[src/hw/rsfn_pkg.sv]
// Constants, field layouts and carrier types for the ratio and fractional-N source selector.
package rsfn_pkg;

	// ----------------------------------------------------------------
	// Register map
	// ----------------------------------------------------------------
	localparam int unsigned ADDR_W       = 8;
	localparam logic [7:0]  OFF_RATIO0   = 8'h00;
	localparam logic [7:0]  OFF_RATIO3   = 8'h0c;
	localparam logic [7:0]  OFF_MODE_CFG = 8'h10;
	localparam logic [7:0]  OFF_GLB_CFG  = 8'h14;
	localparam logic [7:0]  OFF_STATUS   = 8'h18;
	localparam logic [7:0]  OFF_EFF      = 8'h1c;
	localparam int unsigned SLOT_LSB     = 2;

	// ----------------------------------------------------------------
	// Field layouts and reset values
	// ----------------------------------------------------------------
	localparam int unsigned MODE_STRIDE  = 8;
	localparam int unsigned LOCK_LSB     = 0;
	localparam int unsigned RMOD_LSB     = 2;
	localparam int unsigned SRC_BIT      = 4;
	localparam int unsigned PFC_LSB      = 0;
	localparam int unsigned WIDE_BIT     = 3;
	localparam int unsigned DIV_LSB      = 4;
	localparam logic [31:0] RATIO_RST    = 32'h0010_0000;
	localparam logic [31:0] MODE_CFG_RST = 32'h0302_0100;
	localparam logic [31:0] GLB_CFG_RST  = 32'h0000_0000;

	// ----------------------------------------------------------------
	// Pin function codes and ratio arithmetic
	// ----------------------------------------------------------------
	localparam logic [2:0]  PFC_RMOD     = 3'h3;
	localparam logic [2:0]  PFC_AUTO_DIS = 3'h4;
	localparam logic [2:0]  PFC_SRC_SEL  = 3'h6;
	localparam int unsigned RATIO_W      = 32;
	localparam int unsigned HM_SHIFT     = 8;
	localparam int unsigned REFF_W       = RATIO_W + HM_SHIFT;
	localparam int unsigned DIV_W        = 2;
	localparam int unsigned FRACN_W      = REFF_W + 3;
	localparam int unsigned CNT_W        = 24;
	localparam int unsigned LOSS_WAIT    = 1 << 23;
	localparam int unsigned MISS_DEF     = 1 << 20;

	typedef struct packed {
		logic       src;
		logic [1:0] rmod;
		logic [1:0] lock;
	} rsfn_mode_cfg_s;

	typedef struct packed {
		logic [1:0] slot;
		logic       ref_present;
		logic       auto_active;
		logic       wide;
		logic       unlocked;
		logic       dynamic;
	} rsfn_status_s;

	typedef enum logic [1:0] {REF_ABSENT, REF_PRESENT, REF_WAIT} rsfn_ref_e;

endpackage

[src/hw/rsfn_ratio_select.sv]
// Ratio slot selection, effective ratio and fractional-N source selection with an APB register slave.
`timescale 1ns/1ps
module rsfn_ratio_select #(
	parameter int unsigned MISS_CYCLES = rsfn_pkg::MISS_DEF,
	parameter int unsigned WAIT_CYCLES = rsfn_pkg::LOSS_WAIT
) (
	input  wire logic                          pclk,
	input  wire logic                          presetn,
	input  wire logic [rsfn_pkg::ADDR_W-1:0]   paddr,
	input  wire logic                          psel,
	input  wire logic                          penable,
	input  wire logic                          pwrite,
	input  wire logic [31:0]                   pwdata,
	output logic      [31:0]                   prdata,
	output logic                               pready,
	output logic                               pslverr,
	input  wire logic [1:0]                    mode_pin,
	input  wire logic                          multi_function_pin,
	input  wire logic                          freq_ref_in,
	input  wire logic [rsfn_pkg::FRACN_W-1:0]  dpll_ratio,
	output logic      [rsfn_pkg::FRACN_W-1:0]  fracn_value,
	output logic      [rsfn_pkg::REFF_W-1:0]   effective_ratio,
	output rsfn_pkg::rsfn_status_s             status
);
	import rsfn_pkg::*;

	// ----------------------------------------------------------------
	// Pin synchronisers
	// ----------------------------------------------------------------
	logic [3:0] pin_s1;
	logic [3:0] pin_s2;
	logic [3:0] pin_s3;
	logic [3:0] pin_f;
	wire  [3:0] pin_raw = {freq_ref_in, multi_function_pin, mode_pin};
	// A pin value is taken once the second and third stages agree; while they differ the last value holds.
	wire  [3:0] next_pin_f = (pin_s2 & pin_s3) | (pin_f & (pin_s2 ^ pin_s3));

	always_ff @(posedge pclk or negedge presetn) begin
		if (!presetn) begin
			pin_s1 <= 4'h0;
			pin_s2 <= 4'h0;
			pin_s3 <= 4'h0;
			pin_f  <= 4'h0;
		end else begin
			pin_s1 <= pin_raw;
			pin_s2 <= pin_s1;
			pin_s3 <= pin_s2;
			pin_f  <= next_pin_f;
		end
	end

	wire [1:0] mode_f    = pin_f[1:0];
	wire       mfp_f     = pin_f[2];
	wire       fref_edge = next_pin_f[3] & ~pin_f[3];

	// ----------------------------------------------------------------
	// Configuration registers and APB slave
	// ----------------------------------------------------------------
	logic [RATIO_W-1:0] ratio_mem [4];
	logic [31:0]        mode_cfg_reg;
	logic [31:0]        glb_cfg_reg;
	logic [31:0]        rd_data;
	logic               rd_err;

	wire        wr_acc    = psel & penable & pready & pwrite;
	wire        hit_ratio = (paddr <= OFF_RATIO3) && (paddr[1:0] == 2'h0);
	wire [1:0]  wr_slot   = paddr[SLOT_LSB +: 2];
	wire [31:0] status_w  = {25'h0, status};

	always_comb begin
		rd_data = 32'h0;
		rd_err  = 1'b0;
		if (hit_ratio) begin
			rd_data = ratio_mem[wr_slot];
		end else if (paddr == OFF_MODE_CFG) begin
			rd_data = mode_cfg_reg;
		end else if (paddr == OFF_GLB_CFG) begin
			rd_data = glb_cfg_reg;
		end else if (paddr == OFF_STATUS) begin
			rd_data = status_w;
		end else if (paddr == OFF_EFF) begin
			rd_data = effective_ratio[REFF_W-1 -: 32];
		end else begin
			rd_err = 1'b1;
		end
	end

	always_ff @(posedge pclk or negedge presetn) begin
		if (!presetn) begin
			pready  <= 1'b0;
			pslverr <= 1'b0;
			prdata  <= 32'h0;
		end else begin
			pready  <= psel & penable & ~pready;
			pslverr <= psel & penable & ~pready & rd_err;
			prdata  <= (psel & penable & ~pready & ~pwrite) ? rd_data : 32'h0;
		end
	end

	// The slots hold the stored ratios; the modifier never writes them back.
	always_ff @(posedge pclk or negedge presetn) begin
		if (!presetn) begin
			for (int i = 0; i < 4; i++) begin
				ratio_mem[i] <= RATIO_RST;
			end
			mode_cfg_reg <= MODE_CFG_RST;
			glb_cfg_reg  <= GLB_CFG_RST;
		end else if (wr_acc) begin
			if (hit_ratio) begin
				ratio_mem[wr_slot] <= pwdata;
			end else if (paddr == OFF_MODE_CFG) begin
				mode_cfg_reg <= pwdata;
			end else if (paddr == OFF_GLB_CFG) begin
				glb_cfg_reg <= pwdata;
			end
		end
	end

	// ----------------------------------------------------------------
	// Frequency reference presence and loss wait
	// ----------------------------------------------------------------
	rsfn_ref_e        ref_state;
	logic [CNT_W-1:0] ref_cnt;
	wire miss_done = ref_cnt == CNT_W'(MISS_CYCLES - 1);
	wire wait_done = ref_cnt == CNT_W'(WAIT_CYCLES - 1);

	always_ff @(posedge pclk or negedge presetn) begin
		if (!presetn) begin
			ref_state <= REF_ABSENT;
			ref_cnt   <= '0;
		end else if (fref_edge) begin
			ref_state <= REF_PRESENT;
			ref_cnt   <= '0;
		end else begin
			case (ref_state)
				REF_PRESENT: begin
					ref_cnt <= miss_done ? '0 : ref_cnt + 1'b1;
					if (miss_done) begin
						ref_state <= REF_WAIT;
					end
				end
				REF_WAIT: begin
					ref_cnt <= wait_done ? '0 : ref_cnt + 1'b1;
					if (wait_done) begin
						ref_state <= REF_ABSENT;
					end
				end
				default: begin
					ref_cnt <= '0;
				end
			endcase
		end
	end

	wire ref_held = ref_state != REF_ABSENT;

	// ----------------------------------------------------------------
	// Slot and source selection
	// ----------------------------------------------------------------
	rsfn_mode_cfg_s mcfg;
	assign mcfg.lock = mode_cfg_reg[mode_f * MODE_STRIDE + LOCK_LSB +: 2];
	assign mcfg.rmod = mode_cfg_reg[mode_f * MODE_STRIDE + RMOD_LSB +: 2];
	assign mcfg.src  = mode_cfg_reg[mode_f * MODE_STRIDE + SRC_BIT];

	wire [2:0]       pfc         = glb_cfg_reg[PFC_LSB +: 3];
	wire [DIV_W-1:0] ref_div     = glb_cfg_reg[DIV_LSB +: DIV_W];
	wire             auto_en     = mcfg.lock != mode_f;
	wire             auto_dis    = (pfc == PFC_AUTO_DIS) & mfp_f;
	wire             auto_active = auto_en & ~auto_dis;
	wire             man_src     = (pfc == PFC_SRC_SEL) ? mfp_f : mcfg.src;
	wire             dyn_sel     = auto_active ? ref_held : man_src;
	wire [1:0]       slot        = (auto_active & ref_held) ? mcfg.lock : mode_f;
	wire             wide        = glb_cfg_reg[WIDE_BIT] & dyn_sel;
	wire             rmod_en     = (pfc == PFC_RMOD) & mfp_f;

	// ----------------------------------------------------------------
	// Effective ratio, held internally with 20 fraction bits
	// ----------------------------------------------------------------
	wire [RATIO_W-1:0] ud       = ratio_mem[slot];
	wire [REFF_W-1:0]  ud_hm    = {ud, {HM_SHIFT{1'b0}}};
	wire [REFF_W-1:0]  ud_hr    = {{HM_SHIFT{1'b0}}, ud};
	wire [REFF_W-1:0]  ud_fmt   = wide ? ud_hm : ud_hr;
	wire [2:0]         rmod_sh  = {1'b0, mcfg.rmod} + 3'h1;
	wire [REFF_W-1:0]  reff     = rmod_en ? (ud_fmt >> rmod_sh) : ud_fmt;
	wire [FRACN_W-1:0] stat_val = {3'h0, reff} << ref_div;
	wire [FRACN_W-1:0] fracn_w  = dyn_sel ? dpll_ratio : stat_val;

	always_ff @(posedge pclk or negedge presetn) begin
		if (!presetn) begin
			fracn_value     <= '0;
			effective_ratio <= '0;
			status          <= '0;
		end else begin
			fracn_value        <= fracn_w;
			effective_ratio    <= reff;
			status.slot        <= slot;
			status.ref_present <= ref_state == REF_PRESENT;
			status.auto_active <= auto_active;
			status.wide        <= wide;
			status.unlocked    <= ref_state == REF_WAIT;
			status.dynamic     <= dyn_sel;
		end
	end

	// ----------------------------------------------------------------
	// Assertions
	// ----------------------------------------------------------------
	property p_manual_slot;
		@(posedge pclk) disable iff (!presetn)
		!auto_active |=> status.slot == $past(mode_f);
	endproperty
	a_manual_slot: assert property (p_manual_slot) else $error("manual slot differs from mode pins");

	property p_auto_slot;
		@(posedge pclk) disable iff (!presetn)
		(auto_active && ref_state == REF_PRESENT) |=> status.slot == $past(mcfg.lock) && status.dynamic;
	endproperty
	a_auto_slot: assert property (p_auto_slot) else $error("auto slot or source wrong");

	property p_wide_only_dyn;
		@(posedge pclk) disable iff (!presetn)
		status.wide |-> status.dynamic;
	endproperty
	a_wide_only_dyn: assert property (p_wide_only_dyn) else $error("wide format without dynamic");

	property p_plain_eff;
		@(posedge pclk) disable iff (!presetn)
		(!rmod_en && !wide) |=> effective_ratio == {8'h00, $past(ud)};
	endproperty
	a_plain_eff: assert property (p_plain_eff) else $error("unmodified ratio wrong");

	property p_half;
		@(posedge pclk) disable iff (!presetn)
		(rmod_en && mcfg.rmod == 2'h0 && !wide) |=> effective_ratio == {9'h000, $past(ud[31:1])};
	endproperty
	a_half: assert property (p_half) else $error("half modifier wrong");

	property p_pin_src;
		@(posedge pclk) disable iff (!presetn)
		(!auto_active && pfc == PFC_SRC_SEL) |=> status.dynamic == $past(mfp_f);
	endproperty
	a_pin_src: assert property (p_pin_src) else $error("pin source override ignored");

	property p_auto_dis;
		@(posedge pclk) disable iff (!presetn)
		(auto_en && pfc == PFC_AUTO_DIS && mfp_f) |=> !status.auto_active;
	endproperty
	a_auto_dis: assert property (p_auto_dis) else $error("auto not disabled by pin");

	property p_wait_end;
		@(posedge pclk) disable iff (!presetn)
		(ref_state == REF_WAIT && wait_done && !fref_edge) |=> ref_state == REF_ABSENT ##1 !status.unlocked;
	endproperty
	a_wait_end: assert property (p_wait_end) else $error("loss wait did not end");

	property p_unlocked;
		@(posedge pclk) disable iff (!presetn)
		(ref_state == REF_WAIT) |=> status.unlocked;
	endproperty
	a_unlocked: assert property (p_unlocked) else $error("unlocked not shown during wait");

	property p_edge_present;
		@(posedge pclk) disable iff (!presetn)
		fref_edge |=> ref_state == REF_PRESENT && ref_cnt == '0;
	endproperty
	a_edge_present: assert property (p_edge_present) else $error("edge did not restart loss counter");

	property p_static_val;
		@(posedge pclk) disable iff (!presetn)
		!dyn_sel |=> fracn_value == $past(stat_val) && !status.dynamic;
	endproperty
	a_static_val: assert property (p_static_val) else $error("static value not driven");

	property p_slot_kept;
		@(posedge pclk) disable iff (!presetn)
		!wr_acc |=> ratio_mem[0] == $past(ratio_mem[0]);
	endproperty
	a_slot_kept: assert property (p_slot_kept) else $error("ratio slot changed without write");

	property p_wide_fmt;
		@(posedge pclk) disable iff (!presetn)
		(wide && !rmod_en) |=> effective_ratio == {$past(ud), 8'h00};
	endproperty
	a_wide_fmt: assert property (p_wide_fmt) else $error("wide format ratio wrong");

	property p_wide_en;
		@(posedge pclk) disable iff (!presetn)
		!glb_cfg_reg[WIDE_BIT] |=> !status.wide;
	endproperty
	a_wide_en: assert property (p_wide_en) else $error("wide format without enable");

	property p_auto_absent;
		@(posedge pclk) disable iff (!presetn)
		(auto_active && ref_state == REF_ABSENT) |=> !status.wide && !status.dynamic && status.slot == $past(mode_f);
	endproperty
	a_auto_absent: assert property (p_auto_absent) else $error("absent reference not static");

	property p_no_rmod;
		@(posedge pclk) disable iff (!presetn)
		(pfc != PFC_RMOD && !wide) |=> effective_ratio == {8'h00, $past(ud)};
	endproperty
	a_no_rmod: assert property (p_no_rmod) else $error("modifier applied without pin function");

	property p_quarter;
		@(posedge pclk) disable iff (!presetn)
		(rmod_en && mcfg.rmod == 2'h1 && !wide) |=> effective_ratio == {10'h000, $past(ud[31:2])};
	endproperty
	a_quarter: assert property (p_quarter) else $error("quarter modifier wrong");

	property p_eighth;
		@(posedge pclk) disable iff (!presetn)
		(rmod_en && mcfg.rmod == 2'h2 && !wide) |=> effective_ratio == {11'h000, $past(ud[31:3])};
	endproperty
	a_eighth: assert property (p_eighth) else $error("eighth modifier wrong");

	property p_sixteenth;
		@(posedge pclk) disable iff (!presetn)
		(rmod_en && mcfg.rmod == 2'h3 && !wide) |=> effective_ratio == {12'h000, $past(ud[31:4])};
	endproperty
	a_sixteenth: assert property (p_sixteenth) else $error("sixteenth modifier wrong");

	property p_wide_half;
		@(posedge pclk) disable iff (!presetn)
		(rmod_en && mcfg.rmod == 2'h0 && wide) |=> effective_ratio == {1'b0, $past(ud), 7'h00};
	endproperty
	a_wide_half: assert property (p_wide_half) else $error("half modifier on wide format wrong");

	property p_div_one;
		@(posedge pclk) disable iff (!presetn)
		(!dyn_sel && ref_div == 2'h1) |=> fracn_value == {2'h0, effective_ratio, 1'b0};
	endproperty
	a_div_one: assert property (p_div_one) else $error("divider not compensated");

	property p_dyn_val;
		@(posedge pclk) disable iff (!presetn)
		dyn_sel |=> fracn_value == $past(dpll_ratio) && status.dynamic;
	endproperty
	a_dyn_val: assert property (p_dyn_val) else $error("dynamic value not driven");

	property p_manual_src;
		@(posedge pclk) disable iff (!presetn)
		(!auto_active && pfc != PFC_SRC_SEL) |=> status.dynamic == $past(mcfg.src);
	endproperty
	a_manual_src: assert property (p_manual_src) else $error("per-mode source ignored");

	property p_auto_src;
		@(posedge pclk) disable iff (!presetn)
		auto_active |=> status.dynamic == $past(ref_held);
	endproperty
	a_auto_src: assert property (p_auto_src) else $error("auto source not from reference");

	property p_auto_off;
		@(posedge pclk) disable iff (!presetn)
		(mcfg.lock == mode_f) |=> !status.auto_active;
	endproperty
	a_auto_off: assert property (p_auto_off) else $error("auto active with own slot");

	property p_auto_on;
		@(posedge pclk) disable iff (!presetn)
		(mcfg.lock != mode_f && pfc != PFC_AUTO_DIS) |=> status.auto_active;
	endproperty
	a_auto_on: assert property (p_auto_on) else $error("auto not active with other slot");

	property p_auto_pin_low;
		@(posedge pclk) disable iff (!presetn)
		(auto_en && pfc == PFC_AUTO_DIS && !mfp_f) |=> status.auto_active;
	endproperty
	a_auto_pin_low: assert property (p_auto_pin_low) else $error("auto lost with pin low");

	property p_wait_dyn;
		@(posedge pclk) disable iff (!presetn)
		(auto_active && ref_state == REF_WAIT) |=> status.dynamic && status.unlocked;
	endproperty
	a_wait_dyn: assert property (p_wait_dyn) else $error("loss wait switched too early");

	property p_present_lock;
		@(posedge pclk) disable iff (!presetn)
		(ref_state == REF_PRESENT) |=> status.ref_present && !status.unlocked;
	endproperty
	a_present_lock: assert property (p_present_lock) else $error("present reference shown wrong");

endmodule

[config.mk]
export PLATFORM = sky130hd
export DESIGN_NAME = rsfn_ratio_select
export DESIGN_NICKNAME = d
export VERILOG_FILES = /design/src/hw/rsfn_pkg.sv /design/src/hw/rsfn_ratio_select.sv
export SDC_FILE = /design/constraint.sdc
export NUM_CORES = 1
export LEC_CHECK = 0
export BUFFER_PORTS_ARGS = -buffer_cell sky130_fd_sc_hd__buf_2
export CORE_AREA = 2 2 231 233
export DETAILED_ROUTE_END_ITERATION = 10
export DIE_AREA = 0 0 233 235
export HOLD_SLACK_MARGIN = 0.03
export PLACE_DENSITY_LB_ADDON = 0.05
export REMOVE_ABC_BUFFERS = 1
export SKIP_CTS_REPAIR_TIMING = 1
export SLEW_MARGIN = 20
export SYNTH_ARGS = -nofsm -noshare
export SYNTH_HDL_FRONTEND = slang
export SYNTH_SLANG_ARGS = --single-unit
[constraint.sdc]
create_clock -name pclk -period 4.7 [get_ports pclk]
set_clock_uncertainty 0.15 [all_clocks]
set_input_delay 0 -clock pclk [delete_from_list [all_inputs] [get_ports pclk]]
set_output_delay 0 -clock pclk [all_outputs]
set_load 0.1 [all_outputs]
==> run summary, run 1 <==
Initial antenna violation count = 4
Status = complete, no violations
Max_cap viols = 0
Drt pass-1 iters = 5
Register area share after synthesis = 0.4111
Tmin final = 4.395 ns
Synth unique cells = 94
Gpl congestion = 0.9543
Post-Route WL = 89.02 mm
Routed vias = 19755
Synth Flop Type = dfrtp_1
# DRC = 0
# H-tree levels = 2
Synth area leader = dfrtp_1
Kind of launch point of the worst setup path = register
CP Max Fanout = 33
Row cnt = 84
Clk slew on worst S/H paths = 0.06 ns
Reg with most FFs = ratio_mem
Largest net degree at the start of global routing = 151
Post-Layout Inst Area = 26260 um^2
CTS tree = built
Worst slack, placed = 0.1549 ns
Mean number of vias per cell = 6.222
Seq cells post-synth = 358
CP Cell Sequence = inv_1 > mux2_2 > buf_4 > a21oi_1 > a32oi_1 > a22oi_1 > a31oi_1 > o221a_2 > a21oi_1 > a211oi_1
Height of the die = 235 um
Fmax = 0.2275 GHz
Die width = 233 um
Die area = 54760 um^2
Core area = 52240 um^2
Cell area power density = 485.3 nW/um^2
Pins Over Slew Limit = 0
P_leak = 11.73 nW
Area grow syn2layout = 20.37%
Synthesized netlist cell count = 2155
Avg WL per Cell = 28.04 um
Top-area cell type share of the netlist area = 0.4014
Hold WC Path Type = primary input to register
Root buffer cell = clkbuf_16
Post-DRT Antenna Nets = 0
Critical Path Max Stage Delay = 0.59 ns
Layout Nets = 2550
CTS Sinks = 358
Worst-Margin Slew = 1.069 ns
Post-Syn Area per Cell = 10.12 um^2
Crit. End Element = register
Layout cells sized above 1 = 0.2972
First-pass GRT wire length = 129.3 mm
Tot GR Track Use = 0.3180
Slew headroom = 0.2857
Most used cell, CP = a21oi_1
Number of flip-flops in the largest register = 128
I/O pins = 216
Top flop regs = ratio_mem: 128 flops, fracn_value: 43 flops, effective_ratio: 40 flops
Area contributors post-synth = dfrtp_1 (40%), mux2_2 (11%), mux4_2 (4.5%)
CP Data Arrival Time = 4.72 ns
Placed Cells = 2998
Final worst-path cycle share = 0.9351
Detailed Place HPWL = 63.97 mm
Kind of critical path = register to register
Grt total ovfl = 0
TritonCTS buffer count = 41
Clock buffer depth = 3
Slowest CP cell = a31oi_1
Required time of the worst setup path = 5.03 ns
Clock Latency Late Sink = 0.58 ns
Pwr Total = 0.01274 W
Post-synth EDFFs = 0
Layout Cells excl Fill = 3175
Synth warn = 0
Finish-stage setup viols = 0
First-iteration detailed-routing DRC count = 1867
Input/output buffers = 215
Cell area after synthesis = 21820 um^2
RSZ-0062 raised after global routing = false
Vias in the first global route = 18849
Cell Area, Placed = 23910 um^2
Peak VDD IR = 488.5 uV
Worst setup margin = 0.3050 ns
Final hold violations = 0
Synth async-reset ratio = 1.000
Initial core utilization = 0.4177
[worst max-delay path: cells and delay by family (launching register included)]
family	cells	cell delay, ns
AO/OA/AOI/OAI	7	2.20
buffers and inverters	2	0.84
multiplexers	1	0.57
flip-flops	1	0.50
[area by class of cell]
cell class                      instances  area [um^2]
Tap cell                              688        860.8
Clock inverter                         18        206.4
Sequential cell                       358         8972
Fill cell                            4858        25970
Inverter                               86        322.8
Timing Repair Buffer                  443         3146
Clock buffer                           58         1160
Multi-Input combinational cell       1520        11580
Antenna cell                            4        10.01
[placed cells by master, fill, tap and decap left out, drive strengths merged, types with 42 or more instances in the layout]
master	n
a211oi	42
a21oi	74
a32oi	70
buf	346
clkbuf	58
dfrtp	350
dlygate4sd3	97
inv	85
mux2	218
mux2i	59
mux4	44
nand2	152
nand3	67
nor2	191
nor3	72
o21ai	86
o32ai	42
[logic make-up after synthesis]
family,share of synthesized area
and+or+nand+nor,0.1234
DFF,0.4111
muxes,0.1855
AOI/OAI and AO/OA,0.2061
adders and majority gates,0.004588
buffers and inverters,0.06050
xor gates and xnor gates,0.008832
[metal layers]
layer	track usage	wire length [um]
met1	0.4640	39800
met2	0.4839	40400
met3	0.05655	6626
met4	0.08686	2189
met5	0	7
[worst paths after layout]
path	cells past startpoint	start	slack, ns	to
min in group asynchronous	3	presetn	0.47	glb_cfg_reg[31]
hold reg to reg	0	pin_s1[0]	0.20	pin_s2[0]
hold / removal	4	dpll_ratio[14]	0.01	fracn_value[14]
setup reg to reg	10	pin_f[1]	0.30	fracn_value[20]
max in group asynchronous	4	presetn	2.11	ratio_mem[23]
setup / recovery	10	pin_f[1]	0.30	fracn_value[20]
[where the power goes]
group | total, W | internal (W) | switching (W)
sequential | 0.00356 | 0.00339 | 0.000174
combinational | 0.00592 | 0.00140 | 0.00453
clock | 0.00326 | 0.00190 | 0.00135
[Yosys cell counts (9+ instances only)]
cell,n
dfrtp_1,350
mux2_2,215
nor2_1,187
nand2_1,152
clkbuf_1,87
inv_1,80
a32oi_1,70
nor3_1,70
a21oi_1,69
o21ai_0,68
nand3_1,66
mux2i_1,58
buf_2,50
mux4_2,44
o22ai_1,41
a211oi_1,39
o221ai_1,35
o32ai_1,34
nor2b_1,28
o211ai_1,25
a22oi_1,23
a31oi_1,22
and2_1,21
buf_6,21
a22o_1,18
o21ai_1,18
buf_1,17
buf_4,16
o31ai_1,13
xor2_1,13
a311o_1,12
nand2b_1,12
o21a_1,10
a221oi_1,9
o311ai_1,9
xnor2_1,9
[per-stage QoR]
stage            util  setup TNS (ns)  hold slack (ns)
5_1_grt        0.5026               0          0.02566
4_1_cts        0.4839               0          -0.6522
3_3_place_gp   0.4577         -0.4286         -0.03905
2_1_floorplan       -         -268.73          -0.4456
6_report       0.5028               0          0.01491
3_5_place_dp   0.4577               0         -0.03989
(Power assumes the default switching activity.)
==> run 2, diff against run 1 <==
- RECOVER_POWER: unset -> 100
==> run 2 against run 1 <==
  * The flow now finishes with violations (capacitance limit, slew limit)
  * Hold slack got worse by 0.00088 ns
  * Register-to-register slack got worse by 0.10 ns
  * Power shrank 0.91%
  * Combinational power fell by 2%
  * First-iteration DRC count grew 2.7%
  * Die area is the same
  * Routed wire length shrank 0.20%
  * Cell count barely moved
  * Clock power barely moved
  * Sequential share of layout area grew 0.36 points
  * Critical path depth rose by 3
  * Non-clock buffer count unchanged
  * Critical path type unchanged
  * Largest power group unchanged
==> run summary, run 2 (same netlist as run 1, synthesis figures left out) <==
Mean number of vias per cell = 6.191
First-iteration detailed-routing DRC count = 1917
Routed vias = 19649
CTS tree = built
Drt pass-1 iters = 7
CP Cell Sequence = buf_4 > clkbuf_2 > mux4_2 > nand2_1 > a21oi_1 > o31ai_1 > o32ai_1 > buf_4 > nor3_1 > buf_4 > nand2_1 > a32oi_1 > o21ai_0
Die area = 54760 um^2
Crit path max-delay family = buffers and inverters
Avg WL per Cell = 27.99 um
Worst-Margin Slew = 2.543 ns
Initial antenna violation count = 4
Slew headroom = -0.6952
Initial core utilization = 0.4177
Layout Nets = 2550
Max_cap viols = 4
WHS = 0.01402 ns
Hold Startpoint = dpll_ratio[14]
Cell area power density = 485.9 nW/um^2
# H-tree levels = 2
Reg with most FFs = ratio_mem
Required time of the worst setup path = 4.98 ns
CP Data Arrival Time = 4.77 ns
Status = finished, violations left
Leading cell type in the layout, fill and taps excluded = dfrtp_1
Post-DRT Antenna Nets = 0
Pwr Total = 0.01263 W
Pins Over Slew Limit = 165
Row cnt = 84
Top flop regs = ratio_mem: 128 flops, fracn_value: 43 flops, effective_ratio: 40 flops
Most used cell, CP = buf_4
Global route hottest layer = met2
Root buffer cell = clkbuf_16
Slowest CP cell = mux4_2
Die width = 233 um
Final hold violations = 0
Met1 Use GR = 0.4640
P_leak = 11.19 nW
R2r startpoint = pin_f[0]
Detailed Place HPWL = 63.97 mm
TritonCTS buffer count = 41
Finish-stage setup viols = 0
Clock buffer depth = 3
RSZ-0062 raised after global routing = false
I/O pins = 216
Clock Latency Late Sink = 0.58 ns
Hold WC Path Type = primary input to register
Peak VDD IR = 488.7 uV
Crit. End Element = register
Area grow syn2layout = 19.13%
Layout cells sized above 1 = 0.2364
Vias in the first global route = 18849
FF-to-FF End = fracn_value[31]
Critical Path Max Stage Delay = 0.82 ns
Kind of launch point of the worst setup path = register
Number of flip-flops in the largest register = 128
Kind of critical path = register to register
WHS Path Cells = 4
R2R cell count = 13
CTS Sinks = 358
First-pass GRT wire length = 129.3 mm
Met3 usage = 0.05655
Post-Route WL = 88.85 mm
Most frequent cells in the layout = dfrtp_1 (349), mux2_2 (213), nor2_1 (185)
Core area = 52240 um^2
Gpl congestion = 0.9543
Final worst-path cycle share = 0.9572
Register-to-register setup slack = 0.20 ns
# DRC = 0
Fmax = 0.2223 GHz
Tot GR Track Use = 0.3180
Worst path bufs/invs = 4
Largest net degree at the start of global routing = 151
Clk slew on worst S/H paths = 0.06 ns
Hold Path End = fracn_value[14]
Violated checks = capacitance limit, slew limit
Grt met2 use = 0.4839
Tmin final = 4.499 ns
CP Max Fanout = 14
Input/output buffers = 215
Grt total ovfl = 0
Height of the die = 235 um
-- run 2: worst max path at each step --
| stage | start | endpoint | slack (ns) | depth (start not counted) |
|---|---|---|---|---|
| detailed placement | pin_f[0] | fracn_value[26] | 0.15 | 12 |
| floorplan | pin_f[1] | fracn_value[9] | -3.79 | 11 |
| CTS | pin_f[0] | fracn_value[26] | 0.11 | 12 |
| global placement | pin_f[0] | fracn_value[26] | -0.13 | 12 |
| global route | pin_f[0] | fracn_value[26] | 0.08 | 12 |
| finish | pin_f[0] | fracn_value[31] | 0.20 | 13 |
-- run 2: cell type report --
type                            count  area (um^2)
Clock buffer                       58         1160
Antenna cell                        3        7.507
Fill cell                        4929        26240
Clock inverter                     18        206.4
Inverter                           86        322.8
Sequential cell                   358         8972
Multi-Input combinational cell   1520        11560
Timing Repair Buffer              443         2900
Tap cell                          688        860.8
-- run 2: worst min-delay path, stage by stage --
cell and delay, ns:
dlygate4sd3_1 0.52, buf_2 0.09, nand2_1 0.04, nand2_1 0.05
-- run 2: routing by layer --
| metal | wire length (um) | share of wire |
|---|---|---|
| met1 | 39940 | 0.45 |
| met2 | 40050 | 0.45 |
| met5 | 7 | 0.000079 |
| met4 | 2334 | 0.026 |
| met3 | 6516 | 0.073 |
-- run 2: power by group --
group	total [W]	internal (W)	leakage, nW	switching, W
sequential	0.00357	0.00339	4.73	0.000182
clock	0.00325	0.00190	0.676	0.00135
combinational	0.00580	0.00129	5.78	0.00452
-- run 2: stage by stage --
step                      utilization  TNS (ns)  instances  instance area [um^2]  setup WS [ns]
after floorplan                     -   -268.73       1964                 20820         -3.791
after global placement         0.4577   -0.4286       2998                 23910        -0.1274
after detailed placement       0.4577         0       2998                 23910         0.1549
after CTS                      0.4839         0       3074                 25280         0.1076
after global routing           0.4974         0       3171                 25980        0.07779
final                          0.4976         0       3174                 25990         0.2011
